$ cat config.mk
export PLATFORM = sky130hd
export DESIGN_NAME = burst_read_ctrl
export DESIGN_NICKNAME = d
export VERILOG_FILES = /design/src/burst_read_ctrl.v /design/src/sample_fifo.v
export VERILOG_INCLUDE_DIRS = /design/src /design/src/shared
export SDC_FILE = /design/constraint.sdc
export NUM_CORES = 1
export LEC_CHECK = 0
export ABC_AREA = 1
export BUFFER_PORTS_ARGS = -buffer_cell sky130_fd_sc_hd__buf_4
export CAP_MARGIN = 20
export CORE_ASPECT_RATIO = 1.5
export CORE_MARGIN = 2
export CORE_UTILIZATION = 35
export CTS_BUF_LIST = sky130_fd_sc_hd__clkbuf_4 sky130_fd_sc_hd__clkbuf_8 sky130_fd_sc_hd__clkbuf_16
export DETAILED_ROUTE_END_ITERATION = 16
export HOLD_SLACK_MARGIN = 0.06
export RECOVER_POWER = 100
export SYNTH_ARGS = -nofsm -noshare
export SYNTH_HDL_FRONTEND = slang
export SYNTH_SLANG_ARGS = --single-unit
$ cat constraint.sdc
create_clock -name clk -period 5.4 [get_ports clk]
set_input_delay 1.62 -clock clk [delete_from_list [all_inputs] [get_ports clk]]
set_output_delay 1.62 -clock clk [all_outputs]
set_load 0.01 [all_outputs]
$ cat src/shared/burst_read_regs.vh
// Register map, reset values and sample layout constants for the burst read block
`ifndef BURST_READ_REGS_VH
`define BURST_READ_REGS_VH

`define SAMPLE_COUNT_ADDR   8'h4b
`define SAMPLE_COUNT_RESET  8'h06
`define AXIS_BYTES          4'h6
`define STATUS_A_INDEX      4'h6
`define STATUS_B_INDEX      4'h7
`define STATUS_LEN_MAX      2'h2
`define SAMPLE_WIDTH        48
`define FIFO_DEPTH_DEFAULT  16
`define FIFO_ADDR_DEFAULT   4

`endif

$ cat src/burst_read_ctrl.v
// Burst read control: sample count register, sample FIFO and byte sequencer
`include "burst_read_regs.vh"
`default_nettype none

module burst_read_ctrl #(
  parameter DEPTH = `FIFO_DEPTH_DEFAULT,
  parameter AW    = `FIFO_ADDR_DEFAULT
) (
  input  wire                     clk,
  input  wire                     reset,
  input  wire [7:0]               reg_addr,
  input  wire                     reg_wr,
  input  wire                     reg_rd,
  input  wire [7:0]               reg_wdata,
  output reg  [7:0]               reg_rdata,
  output reg                      reg_rvalid,
  input  wire                     burst_en,
  input  wire [1:0]               status_len,
  input  wire [7:0]               status_a,
  input  wire [7:0]               status_b,
  input  wire [`SAMPLE_WIDTH-1:0] smp_data,
  input  wire                     smp_valid,
  output reg                      smp_ready,
  input  wire                     txn_start,
  input  wire                     txn_end,
  input  wire                     byte_req,
  output reg  [7:0]               byte_data,
  output reg                      byte_valid,
  output reg                      burst_done,
  output reg                      underrun,
  output reg                      busy
);

  localparam ST_IDLE   = 2'b00;
  localparam ST_ACTIVE = 2'b01;
  localparam ST_DONE   = 2'b10;

  reg  [7:0] sample_count_r;
  reg  [1:0] state_r;
  reg  [1:0] state_nxt;
  reg        limit_r;
  reg  [7:0] target_r;
  reg  [7:0] sent_r;
  reg  [3:0] bytes_per_sample_r;
  reg  [3:0] byte_idx_r;
  reg  [7:0] byte_nxt;
  reg        pop_nxt;
  reg        done_nxt;
  reg        under_nxt;

  wire [`SAMPLE_WIDTH-1:0] head_data;
  wire                     head_valid;
  wire                     fifo_in_ready;
  wire [AW:0]              fifo_level;
  wire [1:0]               status_len_clip;
  wire                     last_byte;
  wire                     reg_hit;
  wire                     smp_take;

  assign reg_hit         = (reg_addr == `SAMPLE_COUNT_ADDR);
  // Push only on a real handshake, or the FIFO would store a sample the producer still holds
  assign smp_take        = smp_valid & smp_ready;
  assign status_len_clip = (status_len > `STATUS_LEN_MAX) ? `STATUS_LEN_MAX : status_len;
  assign last_byte       = (byte_idx_r == (bytes_per_sample_r - 4'h1));

  // Samples wait here until the host drains them; a full FIFO stalls the producer
  sample_fifo #(
    .WIDTH (`SAMPLE_WIDTH),
    .DEPTH (DEPTH),
    .AW    (AW)
  ) u_fifo (
    .clk       (clk),
    .reset     (reset),
    .in_data   (smp_data),
    .in_valid  (smp_take),
    .in_ready  (fifo_in_ready),
    .out_data  (head_data),
    .out_valid (head_valid),
    .out_ready (pop_nxt),
    .level     (fifo_level)
  );

  // Producer ready is registered so it comes straight from a flop; one sample of slack is kept
  always @(posedge clk) begin
    if (reset) begin
      smp_ready <= 1'b0;
    end else begin
      smp_ready <= fifo_in_ready && (fifo_level < (DEPTH[AW:0] - {{AW{1'b0}}, 1'b1}));
    end
  end

  // Count register write and one-cycle read answer; other offsets read zero
  always @(posedge clk) begin
    if (reset) begin
      sample_count_r <= `SAMPLE_COUNT_RESET;
      reg_rdata      <= 8'h00;
      reg_rvalid     <= 1'b0;
    end else begin
      if (reg_wr && reg_hit) begin
        sample_count_r <= reg_wdata;
      end
      reg_rvalid <= reg_rd;
      reg_rdata  <= (reg_rd && reg_hit) ? sample_count_r : 8'h00;
    end
  end

  // Byte selection, pop and termination decisions for the next host byte
  always @* begin
    state_nxt = state_r;
    byte_nxt  = 8'h00;
    pop_nxt   = 1'b0;
    done_nxt  = 1'b0;
    under_nxt = 1'b0;
    case (state_r)
      ST_IDLE: begin
        if (txn_start) begin
          // A zero count in burst mode leaves nothing to send
          state_nxt = (burst_en && (sample_count_r == 8'h00)) ? ST_DONE : ST_ACTIVE;
        end
      end
      ST_ACTIVE: begin
        if (txn_end) begin
          state_nxt = ST_IDLE;
        end else if (byte_req) begin
          if (byte_idx_r < `AXIS_BYTES) begin
            byte_nxt  = head_valid ? head_data[{byte_idx_r[2:0], 3'b000} +: 8] : 8'h00;
            under_nxt = ~head_valid;
          end else if (byte_idx_r == `STATUS_A_INDEX) begin
            byte_nxt = status_a;
          end else begin
            byte_nxt = status_b;
          end
          if (last_byte) begin
            // A sample is consumed only when its final byte goes out
            pop_nxt = head_valid;
            if (limit_r && (sent_r == (target_r - 8'h01))) begin
              state_nxt = ST_DONE;
              done_nxt  = 1'b1;
            end
          end
        end
      end
      ST_DONE: begin
        // Bytes beyond the burst read zero and touch no FIFO data
        if (txn_end) begin
          state_nxt = ST_IDLE;
        end else if (byte_req) begin
          done_nxt = 1'b1;
        end
      end
      default: begin
        state_nxt = ST_IDLE;
      end
    endcase
  end

  // Transaction state, counters and registered byte stream outputs
  always @(posedge clk) begin
    if (reset) begin
      state_r            <= ST_IDLE;
      limit_r            <= 1'b0;
      target_r           <= 8'h00;
      sent_r             <= 8'h00;
      bytes_per_sample_r <= `AXIS_BYTES;
      byte_idx_r         <= 4'h0;
      byte_data          <= 8'h00;
      byte_valid         <= 1'b0;
      burst_done         <= 1'b0;
      underrun           <= 1'b0;
      busy               <= 1'b0;
    end else begin
      state_r    <= state_nxt;
      byte_valid <= byte_req && (state_r != ST_IDLE) && !txn_end;
      byte_data  <= byte_nxt;
      underrun   <= under_nxt;
      busy       <= (state_nxt != ST_IDLE);
      if (state_r == ST_IDLE && txn_start) begin
        // Mode, count and sample length are frozen for the whole transaction
        limit_r            <= burst_en;
        target_r           <= sample_count_r;
        sent_r             <= 8'h00;
        byte_idx_r         <= 4'h0;
        bytes_per_sample_r <= burst_en ? (`AXIS_BYTES + {2'b00, status_len_clip}) : `AXIS_BYTES;
        burst_done         <= burst_en && (sample_count_r == 8'h00);
      end else begin
        if (done_nxt) begin
          burst_done <= 1'b1;
        end else if (state_nxt == ST_IDLE) begin
          burst_done <= 1'b0;
        end
        if (state_r == ST_ACTIVE && byte_req && !txn_end) begin
          if (last_byte) begin
            byte_idx_r <= 4'h0;
            sent_r     <= sent_r + 8'h01;
          end else begin
            byte_idx_r <= byte_idx_r + 4'h1;
          end
        end
      end
    end
  end

endmodule // burst_read_ctrl

`default_nettype wire

$ cat src/sample_fifo.v
// Synchronous FIFO with valid/ready on both sides, holding whole samples
`default_nettype none

module sample_fifo #(
  parameter WIDTH = 48,
  parameter DEPTH = 16,
  parameter AW    = 4
) (
  input  wire             clk,
  input  wire             reset,
  input  wire [WIDTH-1:0] in_data,
  input  wire             in_valid,
  output wire             in_ready,
  output wire [WIDTH-1:0] out_data,
  output wire             out_valid,
  input  wire             out_ready,
  output wire [AW:0]      level
);

  reg [WIDTH-1:0] mem_r [0:DEPTH-1];
  reg [AW-1:0]    wr_ptr_r;
  reg [AW-1:0]    rd_ptr_r;
  reg [AW:0]      count_r;

  wire push = in_valid & in_ready;
  wire pop  = out_valid & out_ready;

  // Full and empty come from the occupancy count, so both flags are exact
  assign in_ready  = (count_r != DEPTH[AW:0]);
  assign out_valid = (count_r != {(AW+1){1'b0}});
  assign out_data  = mem_r[rd_ptr_r];
  assign level     = count_r;

  // Storage has no reset; only pointers and count need a defined value
  always @(posedge clk) begin
    if (push) begin
      mem_r[wr_ptr_r] <= in_data;
    end
  end

  // Pointer and occupancy update; depth is a power of two so pointers wrap freely
  always @(posedge clk) begin
    if (reset) begin
      wr_ptr_r <= {AW{1'b0}};
      rd_ptr_r <= {AW{1'b0}};
      count_r  <= {(AW+1){1'b0}};
    end else begin
      if (push) begin
        wr_ptr_r <= wr_ptr_r + {{(AW-1){1'b0}}, 1'b1};
      end
      if (pop) begin
        rd_ptr_r <= rd_ptr_r + {{(AW-1){1'b0}}, 1'b1};
      end
      if (push && !pop) begin
        count_r <= count_r + {{AW{1'b0}}, 1'b1};
      end else if (pop && !push) begin
        count_r <= count_r - {{AW{1'b0}}, 1'b1};
      end
    end
  end

endmodule // sample_fifo

`default_nettype wire

# == After elaboration in Yosys (flattened, before gate mapping) ==
# Memories as Yosys holds them, arrays and structs flattened. A register that Yosys moved wholly into a read port is not among the register bits.
# Cells that the tools add are included.
# totals
reg_bits,70
ramBits,768
in_bits,91
out_inout_bits,22
word_cells,109
mem_count,1
# op_classes
n_addsub,9
order_cmp,3
n_eq_ne,7
shifts,1
muxes,34
n_bitwise,8
n_reduce_logical,28
# mem_list
name,words,word_bits,rd,rd_clocked_by_memory_dff,wr,line,source
u_fifo.mem_r,16,48,1,1,1,sample_fifo.v:20,reg [WIDTH-1:0] mem_r [0:DEPTH-1];
# op_table
cell,n
indexed part select 48 x 7 -> 8 bit,1
2-to-1 mux 8 bit,3
2-to-1 mux 2 bit,8
2-to-1 mux 4 bit,4
2-to-1 mux 1 bit,15
adder 4 x 1 -> 4 bit (second input constant),3
logical AND 1 bit,12
2-to-1 mux 5 bit,2
adder 8 x 1 -> 8 bit (second input constant),1
equality test 8 x 7 -> 1 bit (second input constant),1
equality test 8 bit,1
logical NOT 8 bit,1
subtractor 8 x 1 -> 8 bit (second input constant),1
one-hot mux 2 bit (3 select lines),1
nonzero test 2 bit,3
adder 5 x 1 -> 5 bit (second input constant),1
< comparator 5 x 4 -> 1 bit (second input constant),1
!= test 5 bit (second input constant),1
inverter 1 bit,5
nonzero test 5 bit,1
OR reduction 5 bit,1
subtractor 5 x 1 -> 5 bit (second input constant),1
adder 3 x 2 -> 4 bit (first input constant),1
equality test 4 x 3 -> 1 bit (second input constant),1
14 further kinds,20

# == Longest topological paths before layout ==
# Gate-level depths: netlist (run 1).
# depth
ltp_word,12
depth_mapped,18

# == Hierarchy ==
# From an unflattened synthesis (run 1), not the netlist that was laid out.
# hier_totals
hier_cells,3677
area_unflattened_um2,36852.8
# by_module_without_submodules
module,n_inst,cells_each,area_each_um2
sample_fifo,1,3229,33797.4
burst_read_ctrl,1,448,3055.4

# == Least setup slack after synthesis (run 1) ==
# No wires, ideal clock.
# synth_path
path_kind,input-to-reg
from,input port smp_valid
to,memory u_fifo.mem_r[0][0] (enable)
setup_time_ps,454
t_arrival_ps,4037
required_time_ps,4946
slack_ps,909
stages,4
path_buffers,0
path_cell_list,nand3_1 inv_1 nand2_1 nor2_1
# synth_via
elab_chain_cells,4
# synth_lines
item,line,source
start: declaration,burst_read_ctrl.v:22,"input wire smp_valid,"
bitwise AND 1 bit,burst_read_ctrl.v:62,assign smp_take = smp_valid & smp_ready;
bitwise AND 1 bit,sample_fifo.v:25,wire push = in_valid & in_ready;
via u_fifo.push,sample_fifo.v:25,
2-to-1 mux 1 bit,sample_fifo.v:36,if (push) begin
2-to-1 mux 1 bit (implied by the code),sample_fifo.v:37,mem_r[wr_ptr_r] <= in_data;
end: declaration,sample_fifo.v:20,
# The timed path passes the listed nets, and every way through them passes these cells.

# == Worst setup path after layout (run 1) ==
# layout_path
from,input port smp_valid
to,memory u_fifo.mem_r[10][35] (enable)
# The elaborated chain is that of the path after synthesis.

==> results.sh, run 1 <==
export IMPL_cp_arrival_ps=4740
export IMPL_num_rows=140
export IMPL_p_sw_mw=2.70
export IMPL_drc=0
export IMPL_synth_area_um2=34200
export IMPL_slew_headroom=-0.754
export IMPL_syn_avg_cell_area_um2=11.8
export IMPL_post_cts_buffers=0
export IMPL_crit_type="input pin to register"
export IMPL_ys_ff_latch=841
export IMPL_violations="max-capacitance violations, max-slew violations"
export IMPL_hold_path_class="register to register"
export IMPL_track_usage=0.175
export IMPL_fin_crit_sh=0.832
export IMPL_cp_max_fo=36
export IMPL_switching_share=0.208
export IMPL_regArea_um2=24500
export IMPL_h_tree_depth=3
export IMPL_start_util=0.352
export IMPL_end_kind="register"
export IMPL_antenna_found_initial=6
export IMPL_area_growth_synth_to_final_pct=11.9
export IMPL_nFillCells=9293
export IMPL_drv_slew=470
export IMPL_dpl_cell_area_um2=36300
export IMPL_synth_edff_count=768
export IMPL_cts_root_buf="clkbuf_16"
export IMPL_fin_crit_ps=4490
export IMPL_powerDensity_nw_per_um2=340
export IMPL_seqPwrFrac=0.552
export IMPL_drive_above_1_share=0.0730
export IMPL_cpPeakStageDelay_ps=1180
export IMPL_combPwrFrac=0.030
export IMPL_grt_max_degree=171
export IMPL_ys_flop_type="edfxtp_1"
export IMPL_crit_family="simple AND/OR/NAND/NOR gates"
export IMPL_rsz0062_at_grt="no"
export IMPL_startpoint_type="input pin"
export IMPL_p_leak_nw=13.3
export IMPL_drt_iter0_markers=2004
export IMPL_via_per_inst=5.14
export IMPL_syn_inst=2903
export IMPL_core_area_um2=97000
export IMPL_crit_chain="clkbuf_4 -> nand3_1 -> inv_1 -> nand2_1 -> nor2_1 -> clkbuf_2"
export IMPL_clk_pin_slew_ps=60
export IMPL_antenna_left=0
export IMPL_wirelength_mm=88.8
export IMPL_fmax_ghz=0.223
export IMPL_fp_dieW_um=259
export IMPL_cts_tree="built"
export IMPL_hold_viol=0
export IMPL_clockBufferDepth=3
export IMPL_ir_drop_mv=0.200
export IMPL_num_vias=22200
export IMPL_final_nets=3078
export IMPL_drt_wirelength_per_cell_um=20.6
export IMPL_final_common_cell="edfxtp_1"
export IMPL_hold_buffers=0
export IMPL_gr_total_overflow=0
export IMPL_status="complete, but fails checks"
export IMPL_gp_congestion=0.803
export IMPL_finalSetupViolCount=0
export IMPL_dieArea_um2=100000
export IMPL_syn_num_nets=3014
export IMPL_worst_clock_skew_ps=19.6
export IMPL_cp_slowest_cell="nor2_1"
export IMPL_dr_pass1_iters=6
export IMPL_dp_hpwl_mm=49.6
export IMPL_yosys_warnings=0
export IMPL_multi_input_area_um2=8400
export IMPL_clockPowerShare=0.418
export IMPL_grt_pass1_vias=21900
export IMPL_tns_ps=0
export IMPL_critPathBufInv=3
export IMPL_crit_required_ps=5650
export IMPL_clk_latency_ps=640
export IMPL_yosysSeqAreaShare=0.717
export IMPL_ys_types=41
export IMPL_max_cap_violations=16
export IMPL_ios=113
export IMPL_mostFrequentLayoutCells="edfxtp_1, nand2_1, nand3_1, nor2_1, o21ai_0"
export IMPL_grt_pass1_wl_mm=133
export IMPL_finalInstanceArea_um2=38300
export IMPL_portBuffers=112
export IMPL_die_h_um=387
export IMPL_synthArstFlopShare=0
export IMPL_cts_resized=0
export IMPL_tightestPinTransition_ps=2620
export IMPL_clkSinkCount=841
export IMPL_cts_buffers_inserted=77
export IMPL_intPower_mw=10.3
[per-stage QoR]
stage | cells | worst slack, ps | power (mW) | util | hold slack, ps
finish | 4309 | 908 | 13.0 | 0.394 | 440
global route | 4309 | 733 | 13.4 | 0.394 | 471
CTS | 4307 | 1810 | 13.1 | 0.399 | 449
detailed placement | 4166 | 1320 | 7.74 | 0.374 | 440
global placement | 4166 | 1350 | 7.73 | 0.374 | 425
floorplan | 2903 | 909 | 7.50 | - | 412
[final timing paths]
kind                                                        to  cells past startpoint                            start  slack [ps]
worst max register to register         byte_data[7]$_SDFF_PP0_                     14                         register        1230
worst min register to register                        register                      1  u_fifo.rd_ptr_r[3]$_SDFFE_PP0N_         440
worst min-delay path                                  register                      1  u_fifo.rd_ptr_r[3]$_SDFFE_PP0N_         440
worst max-delay path            u_fifo.mem_r[10][35]$_DFFE_PP_                      6                        smp_valid         910
[worst reg2reg max path, delay by kind of cell, from the launching register on]
family                 cells  cell delay (ps)
DFF                        1              510
and+or+nand+nor           11             1390
AOI/OAI and AO/OA          1              110
buffers and inverters      2             2100
[sequential cells by signal, indices dropped and copies added, names as in the netlist, 2 cells and up, named ones only]
| register | flops |
|---|---|
| byte_data | 8 |
| byte_idx_r | 4 |
| bytes_per_sample_r | 3 |
| reg_rdata | 8 |
| sample_count_r | 8 |
| sent_r | 8 |
| state_r | 2 |
| target_r | 8 |
| u_fifo.level | 5 |
| u_fifo.mem_r | 768 |
| u_fifo.rd_ptr_r | 4 |
| u_fifo.wr_ptr_r | 4 |
[power groups by stage]
| stage | combinational, mW | sequential [mW] | clock, mW |
|---|---|---|---|
| floorplan | 0.177 | 7.32 | 0 |
| global placement | 0.410 | 7.32 | 0 |
| detailed placement | 0.415 | 7.32 | 0 |
| CTS | 0.416 | 7.18 | 5.53 |
| global route | 0.435 | 7.19 | 5.75 |
| finish | 0.387 | 7.18 | 5.43 |
[synth_stat cells, types with 2 or more instances]
cell type,number,area [um2]
clkbuf_1,58,218
nor2_2,3,18.8
nor2_1,215,807
buf_4,36,270
nor3_1,5,25.0
o21ai_0,153,766
nand3_1,511,2560
inv_2,3,11.3
a31oi_1,2,12.5
xnor2_1,4,35.0
o21ai_1,16,80.1
ha_1,19,238
a21oi_1,49,245
nor3b_1,2,15.0
nor4_1,5,31.3
buf_2,44,220
nand2_1,749,2810
clkinv_1,5,18.8
xor2_1,6,52.6
o221ai_1,56,490
inv_1,65,244
dfxtp_1,73,1460
edfxtp_1,768,23100
o22ai_1,2,12.5
o211ai_1,10,75.1
buf_1,9,33.8
buf_6,20,225
a21o_1,2,15.0
[routing by layer]
metal / share of wire / GRT usage / up-vias
met4: 0.036 / 0.0718 / 2
li1: - / - / 10400
met1: 0.40 / 0.212 / 10900
met5: 0.000090 / 0 / -
met2: 0.51 / 0.307 / 722
met3: 0.060 / 0.0287 / 150
[layout make-up]
cell class | count | area share
Sequential cell | 841 | 0.641
Timing Repair Buffer | 155 | 0.0249
Multi-Input combinational cell | 1819 | 0.219
Tap cell | 1278 | 0.0418
Inverter | 73 | 0.00749
Clock buffer | 94 | 0.0552
Antenna cell | 2 | 0.000131
Clock inverter | 47 | 0.00991
[logic make-up after synthesis]
group / after synthesis / share of synthesized area
AND/OR/NAND/NOR: 1498 / 0.185
XOR/XNOR: 10 / 0.00256
flip-flops: 841 / 0.717
buffers and inverters: 243 / 0.0375
adder cells (fa/ha/maj): 20 / 0.00754
AO/OA/AOI/OAI: 291 / 0.0498
No activity file was read; power rests on OpenSTA's default activity.
==> run 2: changes to the inputs <==
Settings changed: ABC_AREA 1 to 0.
Clock period 5.4 ns to 3.6 ns, I/O delays scaled along.
==> run 2 against run 1 <==
  * Critical path depth increased by 1
  * Non-clock buffer count is 40 higher
  * Sequential power is 50% higher
  * Critical endpoint is now u_fifo.mem_r[6][43]$_DFFE_PP_
  * Register-to-register slack lost 910 ps
  * Sequential share of layout area increased by 1.1 points
  * The flow still finishes with violations (max-capacitance violations, max-slew violations)
  * Via count decreased by 27%
  * Global-route usage decreased by 0.71 points
  * Utilization up 1.2 points
==> results.sh, run 2 <==
export IMPL_worst_clock_skew_ps=24.4
export IMPL_yosysSeqAreaShare=0.753
export IMPL_wirelength_mm=79.5
export IMPL_h_tree_depth=3
export IMPL_dpl_cell_area_um2=35900
export IMPL_num_rows=137
export IMPL_rr_worst_depth=6
export IMPL_drv_slew=51
export IMPL_finalHoldWorstSlack_ps=461
export IMPL_seqPwrFrac=0.554
export IMPL_ios=113
export IMPL_cp_max_fo=12
export IMPL_met1_length_mm=31.1
export IMPL_startpoint_type="input pin"
export IMPL_antenna_left=0
export IMPL_area_growth_synth_to_final_pct=15.5
export IMPL_ys_ff_latch=841
export IMPL_crit_path_end="u_fifo.mem_r[6][43]$_DFFE_PP_"
export IMPL_dieArea_um2=95600
export IMPL_intPower_mw=15.5
export IMPL_clockBufferDepth=3
export IMPL_dp_hpwl_mm=48.7
export IMPL_largest_register="u_fifo.mem_r"
export IMPL_route_met2_wl_mm=42.3
export IMPL_synth_area_um2=32600
export IMPL_gr_total_overflow=0
export IMPL_p_total_mw=19.5
export IMPL_finalInstanceArea_um2=37600
export IMPL_post_place_ws_ps=50.6
export IMPL_yosysTopAreaCell="edfxtp_1"
export IMPL_grt_pass1_wl_mm=116
export IMPL_clockPowerShare=0.417
export IMPL_portBuffers=112
export IMPL_r2r_start="u_fifo.level[0]$_SDFFE_PP0P_"
export IMPL_crit_type="input pin to register"
export IMPL_fin_crit_sh=0.917
export IMPL_die_h_um=378
export IMPL_finalSetupViolCount=0
export IMPL_via_per_inst=5.30
export IMPL_cts_resized=0
export IMPL_slew_headroom=-0.262
export IMPL_final_setup_worst_slack_ps=298
export IMPL_r2r_slack_ps=320
export IMPL_ys_top_cells_by_count="edfxtp_1, mux4_2, mux2i_1"
export IMPL_synthArstFlopShare=0
export IMPL_cts_buffers_inserted=74
export IMPL_grt_pass1_vias=17000
export IMPL_drc=0
export IMPL_hold_path_class="register to register"
export IMPL_drt_iter0_markers=1231
export IMPL_nFillCells=8233
export IMPL_regArea_um2=24500
export IMPL_cts_tree="built"
export IMPL_largest_reg_flops=768
export IMPL_ys_types=52
export IMPL_status="complete, but fails checks"
export IMPL_tightestPinTransition_ps=1890
export IMPL_clk_pin_slew_ps=60
export IMPL_rsz0062_at_grt="no"
export IMPL_hold_viol=0
export IMPL_num_vias=16100
export IMPL_hold_buffers=0
export IMPL_syn_num_nets=1728
export IMPL_start_util=0.352
export IMPL_powerDensity_nw_per_um2=517
export IMPL_grt_max_degree=57
export IMPL_end_kind="register"
export IMPL_core_area_um2=92600
export IMPL_cts_root_buf="clkbuf_16"
export IMPL_rr_endpoint="u_fifo.mem_r[6][43]$_DFFE_PP_"
export IMPL_ys_flop_type="edfxtp_1"
export IMPL_clkSinkCount=841
export IMPL_startpoint="smp_valid"
export IMPL_fmax_ghz=0.303
export IMPL_dr_pass1_iters=5
export IMPL_post_cts_buffers=0
export IMPL_drt_wirelength_per_cell_um=26.1
export IMPL_synth_area_top_cells="edfxtp_1, mux4_2, dfxtp_1, mux2i_1, nand2_1"
export IMPL_switching_share=0.202
export IMPL_p_leak_nw=12.1
export IMPL_crit_required_ps=3890
export IMPL_fin_crit_ps=3300
export IMPL_hold_depth=2
export IMPL_mostFrequentLayoutCells="edfxtp_1, mux4_2, mux2i_1, clkbuf_1, nand2_1"
export IMPL_combPwrFrac=0.029
export IMPL_syn_inst=1617
export IMPL_cp_arrival_ps=3590
export IMPL_syn_avg_cell_area_um2=20.2
export IMPL_clk_latency_ps=660
export IMPL_multi_input_area_um2=7760
export IMPL_track_usage=0.168
export IMPL_drive_above_1_share=0.243
export IMPL_gp_congestion=0.780
export IMPL_synth_most_common_cell="edfxtp_1"
export IMPL_violations="max-capacitance violations, max-slew violations"
export IMPL_yosysTopAreaCellShare=0.708
export IMPL_max_cap_violations=2
export IMPL_final_common_cell="edfxtp_1"
export IMPL_fp_dieW_um=253
export IMPL_dr_wl_met3_mm=4.03
export IMPL_antenna_found_initial=4
export IMPL_yosys_warnings=0
export IMPL_final_nets=1917
export IMPL_synth_edff_count=768
export IMPL_diodes=0
export IMPL_p_sw_mw=3.93
export IMPL_ir_drop_mv=0.352
export IMPL_dr_max_layer_used="met5"
run 2: final cells by class:
cell class,instances,share of cell area
clock buffers,97,0.0552
well taps,1181,0.0392
repair buffers,195,0.0358
flip-flops and latches,841,0.652
inverters,15,0.00156
multi-input cells,679,0.206
clock inverters,36,0.0105
run 2: critical path: stages:
cell and delay [ps]:
buf_4 80, nand2_1 70, a21oi_1 170, clkbuf_1 330, nand2_1 240, nor2_1 1060
clkbuf_2 550
run 2: per-stage QoR:
stage | utilization | TNS (ps) | cells
floorplan | - | -299200 | 1617
global placement | 0.387 | 0 | 2911
detailed placement | 0.387 | 0 | 2911
CTS | 0.414 | 0 | 3044
global route | 0.407 | 0 | 3044
finish | 0.407 | 0 | 3044
run 2: kinds of logic (layout without fill, tap and decap cells):
logic type,after synthesis,in the layout,share of synthesized area
buf+inv,97,343,0.0117
simple gates,237,237,0.0351
mux,294,294,0.164
xor+xnor,33,33,0.00929
flops,841,841,0.753
fa+ha+maj,20,20,0.00791
compound gates,95,95,0.0192
run 2: power by group through the flow:
stage | clock network (mW) | logic, mW | registers [mW]
finish | 8.13 | 0.563 | 10.8
global route | 8.60 | 0.616 | 10.8
CTS | 8.29 | 0.628 | 10.8
detailed placement | 0 | 0.625 | 11.0
global placement | 0 | 0.601 | 11.0
floorplan | 0 | 0.261 | 11.0
run 2: worst min-delay path by stage:
stage                                    end                     start
CTS                     limit_r$_SDFFE_PP0P_      limit_r$_SDFFE_PP0P_
global route        target_r[7]$_SDFFE_PP0P_  target_r[7]$_SDFFE_PP0P_
global placement        limit_r$_SDFFE_PP0P_      limit_r$_SDFFE_PP0P_
finish                  limit_r$_SDFFE_PP0P_      limit_r$_SDFFE_PP0P_
floorplan               limit_r$_SDFFE_PP0P_      limit_r$_SDFFE_PP0P_
detailed placement      limit_r$_SDFFE_PP0P_      limit_r$_SDFFE_PP0P_
run 2: layer usage:
metal / up-vias / track usage
met5: - / 0
met4: 6 / 0.0525
met3: 117 / 0.0278
met2: 487 / 0.303
met1: 8543 / 0.203
li1: 6975 / -
